`config.mk`:
```
export PLATFORM = sky130hd
export DESIGN_NAME = dma_two_channel
export DESIGN_NICKNAME = d
export VERILOG_FILES = /design/src/design/dma_pkg.sv /design/src/design/dma_two_channel.sv
export VERILOG_INCLUDE_DIRS = /design/src /design/src/design
export SDC_FILE = /design/constraint.sdc
export NUM_CORES = 2
export LEC_CHECK = 0
export BUFFER_PORTS_ARGS = -buffer_cell sky130_fd_sc_hd__clkbuf_2
export CAP_MARGIN = 40
export CORE_AREA = 2 2 292 294
export CTS_CLUSTER_SIZE = 12
export DETAILED_ROUTE_END_ITERATION = 10
export DIE_AREA = 0 0 294 296
export PLACE_DENSITY_LB_ADDON = 0.12
export SKIP_LAST_GASP = 1
export SLEW_MARGIN = 20
export SYNTH_ARGS = -nofsm -noshare
export SYNTH_HDL_FRONTEND = slang
export SYNTH_SLANG_ARGS = --single-unit
```
`constraint.sdc`:
```
create_clock -name pclk -period 4.05 [get_ports pclk]
set_input_delay 0.2025 -clock pclk [delete_from_list [all_inputs] [get_ports pclk]]
set_output_delay 0.2025 -clock pclk [all_outputs]
set_load 0.02 [all_outputs]
```
`src/design/dma_regs.svh`:
```
// Purpose: Register offsets, field positions, reset values and pacing counts
// Assumes: APB byte addresses, one 32-bit word per register
// Notes: Two channel register blocks, then the shared interrupt pair
//
// Notes on behaviour
// - Two channels, each with its own request, acknowledge and done line, run independently of each other.
// - Each channel is programmed to run either single-address (flyby) or dual-address transfers.
// - A single-address cycle drives only the source or destination address while the peripheral moves the data.
// - Single-address transfers start only on an external request from the peripheral.
// - Single-address transfers use 32-bit addresses with 8, 16 or 32-bit data.
// - A dual-address transfer is a read from the source followed by a write of that data to the destination.
// - A dual-address channel starts on either an internal request or an external request.
// - Dual-address transfers use 32-bit addresses with 8 or 16-bit data; 32-bit needs outside logic. The code runs 32-bit dual transfers itself.
// - Source and destination sizes are set independently and the data is packed or unpacked between them.
// - Each channel has 32-bit source, destination and count registers, the count in operands of the programmed size.
// - After each transfer each address advances by the operand size or stays put, as programmed.
// - External requests run in burst mode while the request is held, or one transfer per assertion in cycle-steal mode.
// - Internal requests take 25, 50, 75 or 100 percent of the bus, leaving the rest to the processor.
// - Each channel can raise a programmable interrupt on completion.
// - The controller requests the bus while the current cycle runs so its cycles follow back to back; the code does so only for the channel not on the bus.
`ifndef DMA_REGS_SVH
`define DMA_REGS_SVH

`define OFF_CTRL 5'h00
`define OFF_SRC 5'h04
`define OFF_DST 5'h08
`define OFF_CNT 5'h0C
`define OFF_STAT 5'h10
`define OFF_INT_STAT 8'h40
`define OFF_INT_MASK 8'h44

`define CTRL_START 0
`define CTRL_DUAL 1
`define CTRL_EXT 2
`define CTRL_BURST 3
`define CTRL_BW 4
`define CTRL_SSZ 6
`define CTRL_DSZ 8
`define CTRL_SINC 10
`define CTRL_DINC 11
`define CTRL_TODST 12
`define CTRL_RESET 13'h0000

`define STAT_BUSY 0
`define STAT_ZERO 1

`define GAP_25 2'h3
`define GAP_50 2'h1
`define GAP_75 2'h1
`define RUN_75 2'h2

`endif

```
`src/design/dma_pkg.sv`:
```
// Purpose: Shared types of the two-channel DMA controller
// Assumes: Nothing beyond the register header
// Notes: Sizes and bandwidth follow the two-bit control fields
package dma_pkg;

    typedef enum logic [1:0] {SZ_BYTE, SZ_WORD, SZ_LONG} size_e;

    typedef enum logic [1:0] {BW_25, BW_50, BW_75, BW_100} bw_e;

    typedef enum logic [1:0] {CH_IDLE, CH_READ, CH_WRITE, CH_FLY} chan_state_e;

endpackage

```
`src/design/dma_two_channel.sv`:
```
// Purpose: Two-channel DMA engine with APB registers and one bus master port
// Assumes: Arbiter grants m_gnt in pclk domain; peripheral requests are async
// Notes: Data sits in the low lanes of m_wdata and m_rdata
`timescale 1ns/1ns
`include "dma_regs.svh"
`default_nettype none

module dma_two_channel (
    // Clock and reset
    input wire logic pclk,
    input wire logic presetn,
    // APB slave
    input wire logic psel,
    input wire logic penable,
    input wire logic pwrite,
    input wire logic [7:0] paddr,
    input wire logic [31:0] pwdata,
    output logic [31:0] prdata,
    output logic pready,
    output logic pslverr,
    // System bus master
    output logic m_req,
    input wire logic m_gnt,
    output logic m_valid,
    output logic [31:0] m_addr,
    output logic m_write,
    output logic [1:0] m_size,
    output logic m_flyby,
    output logic [31:0] m_wdata,
    input wire logic [31:0] m_rdata,
    input wire logic m_ack,
    // Peripheral handshake
    input wire logic [1:0] xfer_req_n,
    output logic [1:0] xfer_ack,
    output logic [1:0] xfer_done,
    // Interrupt
    output logic irq
);

    function automatic logic [2:0] sz_bytes(input logic [1:0] s);
        case (s)
            2'h0: sz_bytes = 3'h1;
            2'h1: sz_bytes = 3'h2;
            default: sz_bytes = 3'h4;
        endcase
    endfunction

    function automatic logic reg_ok(input logic [7:0] a);
        reg_ok = (a[7:6] == 2'h0 && a[4:0] <= `OFF_STAT && a[1:0] == 2'h0)
            || a == `OFF_INT_STAT || a == `OFF_INT_MASK;
    endfunction

    // Channel context
    logic [12:0] ctrl_q [2];
    logic [31:0] src_q [2], dst_q [2], cnt_q [2], hold_q [2];
    logic [2:0] have_q [2];
    logic [1:0] thr_q [2], run_q [2];
    dma_pkg::chan_state_e st_q [2];
    logic [1:0] pend_q;
    // Request synchronisers
    logic [1:0] req_s1_q, req_s2_q, req_d3_q;
    // Bus master state
    logic bus_busy_q, bus_ch_q, last_q, m_req_q, m_valid_q, m_write_q, m_flyby_q;
    logic [31:0] m_addr_q, m_wdata_q;
    logic [1:0] m_size_q, xfer_ack_q, xfer_done_q;
    // APB and interrupt state
    logic [31:0] prdata_q;
    logic pready_q, pslverr_q, irq_q;
    logic [1:0] int_stat_q, int_mask_q;
    // Per-channel decode
    logic [2:0] sb [2], db [2];
    logic [1:0] ext, gate, req_ok, elig, ack_ch, comp, fell;

    for (genvar g = 0; g < 2; g++) begin : g_ch
        assign sb[g] = sz_bytes(ctrl_q[g][`CTRL_SSZ +: 2]);
        assign db[g] = sz_bytes(ctrl_q[g][`CTRL_DSZ +: 2]);
        // Flyby is always external; dual chooses
        assign ext[g] = !ctrl_q[g][`CTRL_DUAL] || ctrl_q[g][`CTRL_EXT];
        assign gate[g] = st_q[g] == dma_pkg::CH_FLY
            || (st_q[g] == dma_pkg::CH_READ && have_q[g] == 3'h0);
        assign req_ok[g] = !ext[g] || !gate[g]
            || (ctrl_q[g][`CTRL_BURST] ? !req_s2_q[g] : pend_q[g]);
        assign elig[g] = st_q[g] != dma_pkg::CH_IDLE && thr_q[g] == 2'h0 && req_ok[g]
            && !(bus_busy_q && bus_ch_q == 1'(g));
        assign ack_ch[g] = m_ack && bus_busy_q && bus_ch_q == 1'(g);
        assign comp[g] = ack_ch[g] && cnt_q[g] == 32'h1
            && (st_q[g] == dma_pkg::CH_WRITE || st_q[g] == dma_pkg::CH_FLY);
        assign fell[g] = req_d3_q[g] && !req_s2_q[g];
    end
    // Issue selection, alternating on contention
    logic pick, issue, iss_todst, iss_wr;
    dma_pkg::chan_state_e pst;
    assign pick = (elig[0] && elig[1]) ? !last_q : elig[1];
    assign issue = elig != 2'h0 && m_gnt && (!bus_busy_q || m_ack);
    assign pst = st_q[pick];
    assign iss_todst = pst == dma_pkg::CH_WRITE || (pst == dma_pkg::CH_FLY && ctrl_q[pick][`CTRL_TODST]);
    assign iss_wr = iss_todst;
    // APB strobes
    logic wr_en;
    assign wr_en = psel && penable && pwrite && pready_q;
    // Request synchroniser
    always_ff @(posedge pclk or negedge presetn) begin
        if (!presetn) begin
            req_s1_q <= 2'h3;
            req_s2_q <= 2'h3;
            req_d3_q <= 2'h3;
        end else begin
            req_s1_q <= xfer_req_n;
            req_s2_q <= req_s1_q;
            req_d3_q <= req_s2_q;
        end
    end
    // Bus master cycle control
    always_ff @(posedge pclk or negedge presetn) begin
        if (!presetn) begin
            bus_busy_q <= 1'b0;
            bus_ch_q <= 1'b0;
            last_q <= 1'b1;
            m_req_q <= 1'b0;
            m_valid_q <= 1'b0;
            m_addr_q <= 32'h0;
            m_write_q <= 1'b0;
            m_size_q <= 2'h0;
            m_flyby_q <= 1'b0;
            m_wdata_q <= 32'h0;
            xfer_ack_q <= 2'h0;
            xfer_done_q <= 2'h0;
        end else begin
            // Held while a channel not on the bus has work waiting, even during a running cycle
            m_req_q <= elig != 2'h0;
            if (m_ack && bus_busy_q) begin
                bus_busy_q <= 1'b0;
                m_valid_q <= 1'b0;
                xfer_ack_q <= 2'h0;
                xfer_done_q <= 2'h0;
            end
            if (issue) begin
                bus_busy_q <= 1'b1;
                bus_ch_q <= pick;
                last_q <= pick;
                m_valid_q <= 1'b1;
                // One address only in flyby
                m_addr_q <= iss_todst ? dst_q[pick] : src_q[pick];
                m_write_q <= iss_wr;
                m_size_q <= pst == dma_pkg::CH_WRITE ? ctrl_q[pick][`CTRL_DSZ +: 2]
                    : ctrl_q[pick][`CTRL_SSZ +: 2];
                m_flyby_q <= pst == dma_pkg::CH_FLY;
                m_wdata_q <= hold_q[pick];
                xfer_ack_q <= 2'h0;
                xfer_ack_q[pick] <= ext[pick];
                xfer_done_q <= 2'h0;
                xfer_done_q[pick] <= cnt_q[pick] == 32'h1
                    && (pst == dma_pkg::CH_WRITE || pst == dma_pkg::CH_FLY);
            end
        end
    end
    // Channel engines and register writes
    always_ff @(posedge pclk or negedge presetn) begin
        if (!presetn) begin
            for (int i = 0; i < 2; i++) begin
                ctrl_q[i] <= `CTRL_RESET;
                src_q[i] <= 32'h0;
                dst_q[i] <= 32'h0;
                cnt_q[i] <= 32'h0;
                hold_q[i] <= 32'h0;
                have_q[i] <= 3'h0;
                thr_q[i] <= 2'h0;
                run_q[i] <= 2'h0;
                st_q[i] <= dma_pkg::CH_IDLE;
            end
        end else begin
            for (int i = 0; i < 2; i++) begin
                if (thr_q[i] != 2'h0) begin
                    thr_q[i] <= thr_q[i] - 2'h1;
                end
                if (wr_en && paddr[7:6] == 2'h0 && paddr[5] == 1'(i) && st_q[i] == dma_pkg::CH_IDLE) begin
                    case (paddr[4:0])
                        `OFF_CTRL: begin
                            ctrl_q[i] <= {pwdata[12:1], 1'b0};
                            if (pwdata[`CTRL_START] && cnt_q[i] != 32'h0) begin
                                st_q[i] <= pwdata[`CTRL_DUAL] ? dma_pkg::CH_READ : dma_pkg::CH_FLY;
                                have_q[i] <= 3'h0;
                                hold_q[i] <= 32'h0;
                                run_q[i] <= 2'h0;
                            end
                        end
                        `OFF_SRC: src_q[i] <= pwdata;
                        `OFF_DST: dst_q[i] <= pwdata;
                        `OFF_CNT: cnt_q[i] <= pwdata;
                        default: ;
                    endcase
                end
                if (ack_ch[i]) begin
                    case (st_q[i])
                        dma_pkg::CH_READ: begin
                            // Pack source reads into the holding word
                            hold_q[i] <= hold_q[i] | ((sb[i] == 3'h1 ? {24'h0, m_rdata[7:0]}
                                : sb[i] == 3'h2 ? {16'h0, m_rdata[15:0]} : m_rdata)
                                << {have_q[i], 3'h0});
                            have_q[i] <= have_q[i] + sb[i];
                            if (ctrl_q[i][`CTRL_SINC]) begin
                                src_q[i] <= src_q[i] + {29'h0, sb[i]};
                            end
                            st_q[i] <= (have_q[i] + sb[i] >= db[i]) ? dma_pkg::CH_WRITE : dma_pkg::CH_READ;
                        end
                        dma_pkg::CH_WRITE: begin
                            // Unpack: keep the rest for following writes
                            hold_q[i] <= hold_q[i] >> {db[i], 3'h0};
                            have_q[i] <= have_q[i] - db[i];
                            if (ctrl_q[i][`CTRL_DINC]) begin
                                dst_q[i] <= dst_q[i] + {29'h0, db[i]};
                            end
                            cnt_q[i] <= cnt_q[i] - 32'h1;
                            if (cnt_q[i] == 32'h1) begin
                                st_q[i] <= dma_pkg::CH_IDLE;
                            end else begin
                                st_q[i] <= (have_q[i] - db[i] >= db[i]) ? dma_pkg::CH_WRITE : dma_pkg::CH_READ;
                            end
                        end
                        dma_pkg::CH_FLY: begin
                            if (ctrl_q[i][`CTRL_TODST] && ctrl_q[i][`CTRL_DINC]) begin
                                dst_q[i] <= dst_q[i] + {29'h0, sb[i]};
                            end
                            if (!ctrl_q[i][`CTRL_TODST] && ctrl_q[i][`CTRL_SINC]) begin
                                src_q[i] <= src_q[i] + {29'h0, sb[i]};
                            end
                            cnt_q[i] <= cnt_q[i] - 32'h1;
                            if (cnt_q[i] == 32'h1) begin
                                st_q[i] <= dma_pkg::CH_IDLE;
                            end
                        end
                        default: ;
                    endcase
                    // Bandwidth pacing of internal requests
                    if (!ext[i]) begin
                        case (dma_pkg::bw_e'(ctrl_q[i][`CTRL_BW +: 2]))
                            dma_pkg::BW_25: thr_q[i] <= `GAP_25;
                            dma_pkg::BW_50: thr_q[i] <= `GAP_50;
                            dma_pkg::BW_75: begin
                                if (run_q[i] == `RUN_75) begin
                                    thr_q[i] <= `GAP_75;
                                    run_q[i] <= 2'h0;
                                end else begin
                                    run_q[i] <= run_q[i] + 2'h1;
                                end
                            end
                            dma_pkg::BW_100: ;
                        endcase
                    end
                end
            end
        end
    end
    // Cycle-steal pending request, set wins over use
    always_ff @(posedge pclk or negedge presetn) begin
        if (!presetn) begin
            pend_q <= 2'h0;
        end else begin
            for (int i = 0; i < 2; i++) begin
                if (issue && pick == 1'(i) && gate[i]) begin
                    pend_q[i] <= 1'b0;
                end
                if (fell[i]) begin
                    pend_q[i] <= 1'b1;
                end
            end
        end
    end
    // Read mux
    logic [31:0] rd_val;
    always_comb begin
        rd_val = 32'h0;
        if (paddr == `OFF_INT_STAT) begin
            rd_val = {30'h0, int_stat_q};
        end else if (paddr == `OFF_INT_MASK) begin
            rd_val = {30'h0, int_mask_q};
        end else if (paddr[7:6] == 2'h0) begin
            case (paddr[4:0])
                `OFF_CTRL: rd_val = {19'h0, ctrl_q[paddr[5]]};
                `OFF_SRC: rd_val = src_q[paddr[5]];
                `OFF_DST: rd_val = dst_q[paddr[5]];
                `OFF_CNT: rd_val = cnt_q[paddr[5]];
                `OFF_STAT: rd_val = {30'h0, cnt_q[paddr[5]] == 32'h0,
                    st_q[paddr[5]] != dma_pkg::CH_IDLE};
                default: rd_val = 32'h0;
            endcase
        end
    end
    // APB answer, ready in the first access cycle
    always_ff @(posedge pclk or negedge presetn) begin
        if (!presetn) begin
            pready_q <= 1'b0;
            pslverr_q <= 1'b0;
            prdata_q <= 32'h0;
        end else if (psel && !penable) begin
            pready_q <= 1'b1;
            pslverr_q <= !reg_ok(paddr);
            prdata_q <= pwrite ? 32'h0 : rd_val;
        end else begin
            pready_q <= 1'b0;
            pslverr_q <= 1'b0;
        end
    end
    // Completion flags, mask and interrupt line
    always_ff @(posedge pclk or negedge presetn) begin
        if (!presetn) begin
            int_stat_q <= 2'h0;
            int_mask_q <= 2'h0;
            irq_q <= 1'b0;
        end else begin
            int_stat_q <= (int_stat_q & ~((wr_en && paddr == `OFF_INT_STAT) ? pwdata[1:0] : 2'h0))
                | comp;
            if (wr_en && paddr == `OFF_INT_MASK) begin
                int_mask_q <= pwdata[1:0];
            end
            irq_q <= (int_stat_q & int_mask_q) != 2'h0;
        end
    end
    assign prdata = prdata_q;
    assign pready = pready_q;
    assign pslverr = pslverr_q;
    assign m_req = m_req_q;
    assign m_valid = m_valid_q;
    assign m_addr = m_addr_q;
    assign m_write = m_write_q;
    assign m_size = m_size_q;
    assign m_flyby = m_flyby_q;
    assign m_wdata = m_wdata_q;
    assign xfer_ack = xfer_ack_q;
    assign xfer_done = xfer_done_q;
    assign irq = irq_q;

    for (genvar g = 0; g < 2; g++) begin : g_chk

    end
endmodule

`default_nettype wire

```
==> run_results.csv <==
group,metric,value,unit
outcome,status,"completed",
routing,dr.pass1.iters,9,
worst_hold_path,hold_path.class,"in -> reg",
routing,drt_iter0_markers,3180,
place,placed_cells,4579,
power,p_leak,14.4,nW
power,power_frac_clock,39.3,%
cts,h-tree-depth,2,
floorplanning,die-area,0.0870,mm2
routing,routed_wl,133000,um
synth,synth.most_common_cell,"dfrtp_1",
place,hpwl,98100,um
setup_path,crit_type,"reg -> reg",
timing,finalSetupViolCount,0,
synth,synth_area_leaders,"dfrtp_1 36%, o21ai_0 5.7%, nand2_1 5.3%, mux2i_1 5.0%, a21oi_1 4.1%",
cts,postCtsHoldBufs,11,
cts,numClockSinks,421,
global_routing,grt_pass1_wl,196000,um
setup_path,worstPathCellList,"clkinv_1, ha_1, nor4b_1, o221ai_1, o211ai_1, buf_12, nor2_1, a21oi_1, o21ai_0",
power,power.internal,8.62,mW
timing,slew_headroom,42.0,%
routing,routedWlPerCell,28.4,um
place,postPlaceCellArea,0.0313,mm2
layout,fin_cells,4698,
timing,rsz0062_at_grt,"no",
cts,cts_resized,0,
global_routing,grt_util_met1,41.4,%
place,gp_congestion,0.916,
cts,clkTransAtPathRegs,0.06,ns
cts,cts_buffers,54,
power,p_comb_share,24.1,%
synth,synth_common_cells,"414 x dfrtp_1, 408 x nand2_1, 333 x o21ai_0",
synth,synthesis.instances,3481,
cts,cts_tree,"built",
setup_path,critPathCaptureType,"flip-flop",
setup_path,slowest_delay,0.60,ns
synth,async_reset_ff_share,100,%
setup_path,crit_path_top_delay_cell,"nor4b_1",
routing,antenna_left,0,
global_routing,grt_busiest_layer,"met2",
layout,fin_area,0.0334,mm2
synth,ys.flop_type,"dfrtp_1",
setup_path,worstPathRequired,4.54,ns
timing,hold_viol_final,0,
synth,ys_types,97,
global_routing,grt_pass1_vias,27500,
setup_path,cp-start-kind,"flip-flop",
synth,yosys.area.top_type,"dfrtp_1",
floorplanning,die_width,294,um
timing,timing.final.crit_share,89.2,%
timing,tns,0,ns
floorplanning,rows,107,
global_routing,use_met3,4.70,%
setup_path,cp_num_buf_inv,2,
global_routing,gr-usage-all-layers,30.1,%
cts,ctsRootBufferMaster,"clkbuf_16",
timing,period_needed,3.61,ns
synth,ys_ff_latch,421,
power,p_switching,4.67,mW
synth,syn-num-nets,3622,
floorplanning,dieHeight,296,um
synth,synthesis.area,0.0292,mm2
power,ir_drop,400,uV
layout,nets,3703,
timing,worst_pin_slew,0.862,ns
cts,post_cts_buffers,0,
global_routing,met2_usage,47.0,%
power,power_frac_seq,36.6,%
cts,cts_buffer_depth,3,
synth,yosysSeqAreaShare,36.2,%
timing,skew,0.0247,ns
routing,vias,29500,
synth,synth_edf_count,0,
routing,drc,0,
setup_path,crit_fanout,73,
global_routing,grt_max_degree,86,
timing,max_freq,277,MHz
floorplanning,initial_core_util,34.6,%
layout,drive_gt1_share,15.7,%
global_routing,antenna_found_initial,3,
timing,finalMaxSlewViolations,0,
cts,clock_latency,0.66,ns
routing,via_per_inst,6.27,
global_routing,grt_overflow,0,
power,powerDensity,398,mW/mm2
setup_path,crit_family,"compound AO/OA/AOI/OAI gates",
timing,hold_slack,0.0267,ns
floorplanning,core_area,0.0842,mm2
synth,synth_warnings,0,
power,swShare,35.1,%
synth,netlist.area_leader.share,35.5,%
setup_path,arrival,4.10,ns
floorplanning,io_pins,190,
synth,avgSynthCellArea,8.38,um2
flow_run,timing.max_cap.violations,0,
place,port_buffers,189,
layout,area_growth,14.5,%
layer usage:
metal  share of wire (%)  wire length (um)
met5               0.023                30
met1                  43             57400
met4                 4.6              6140
met3                 7.4              9850
met2                  45             59800
final timing paths:
kind | from | endpoint | slack [ns] | cells past startpoint
worst max-delay path | st_q[1] | m_addr[30] | 0.44 | 9
worst min-delay path | m_rdata[25] | hold_q[25] | 0.03 | 4
worst max register to register | st_q[1] | m_addr[30] | 0.44 | 9
worst min register to register | req_s1_q[1] | req_s2_q[1] | 0.35 | 0
max in group asynchronous | presetn | prdata[20] | 2.84 | 3
min in group asynchronous | presetn | m_wdata[21] | 0.17 | 2
logic make-up after synthesis:
kind of cell	after synthesis	synth area share, %
AO/OA/AOI/OAI	1131	25.3
AND/OR/NAND/NOR	1192	19.6
XOR/XNOR	67	2.01
buffers and inverters	361	5.05
adder cells (fa/ha/maj)	60	2.83
multiplexers	249	8.99
flip-flops	421	36.2
cells in the final DEF, fill, tap and decap left out, drive strengths merged, types with 28 or more instances in the layout:
cell type,count
dfrtp,414
nand2,408
o21ai,344
nor2,290
clkbuf,267
a21oi,241
mux2i,146
buf,125
mux2,103
nand3,94
nor3,89
o22ai,75
a221o,65
inv,62
nor4,56
nand4,55
ha,50
a22oi,49
xnor2,46
a221oi,45
and3,43
o211ai,40
a31oi,32
or3,29
a21o,28
a22o,28
layout make-up:
class | instances | area (um2)
fill | 8606 | 50800
multi-input combinational | 2699 | 17200
sequential | 421 | 10500
timing repair buffer | 324 | 2130
clock buffer | 79 | 1590
tap | 1090 | 1360
clock inverter | 22 | 307
inverter | 62 | 233
antenna | 1 | 2.50
tightest hold or removal path, delay by kind of cell:
| kind | cells | cell delay (ns) |
|---|---|---|
| compound gates | 2 | 0.27 |
| buf+inv | 1 | 0.11 |
| mux | 1 | 0.07 |
sequential cells by signal (all words and copies together), names as in the netlist, 2 cells and up:
signal,flops
req_d3_q,2
req_s2_q,2
src_q,64
m_wdata,32
m_size,2
xfer_ack,2
int_stat_q,2
pend_q,2
cnt_q,64
st_q,4
hold_q,64
thr_q,4
xfer_done,2
run_q,4
req_s1_q,2
prdata,32
int_mask_q,2
m_addr,32
ctrl_q,24
have_q,6
dst_q,64
metrics by stage:
stage / setup WS, ns / utilization [%] / power (mW)
after floorplan: 0.947 / - / 6.85
after CTS: 0.526 / 39.6 / 13.3
final: 0.439 / 39.6 / 13.3
after detailed placement: 0.564 / 37.2 / 8.07
after global placement: 0.690 / 37.1 / 8.06
after global routing: 0.166 / 39.6 / 13.8
power groups by stage:
stage / Combinational (mW) / Clock (mW) / Sequential [mW]
2_1_floorplan: 2.06 / 0 / 4.79
3_3_place_gp: 3.13 / 0 / 4.93
3_5_place_dp: 3.15 / 0 / 4.93
4_1_cts: 3.17 / 5.29 / 4.85
5_1_grt: 3.46 / 5.47 / 4.89
6_report: 3.21 / 5.22 / 4.86
No activity file was read; power rests on OpenSTA's default activity.
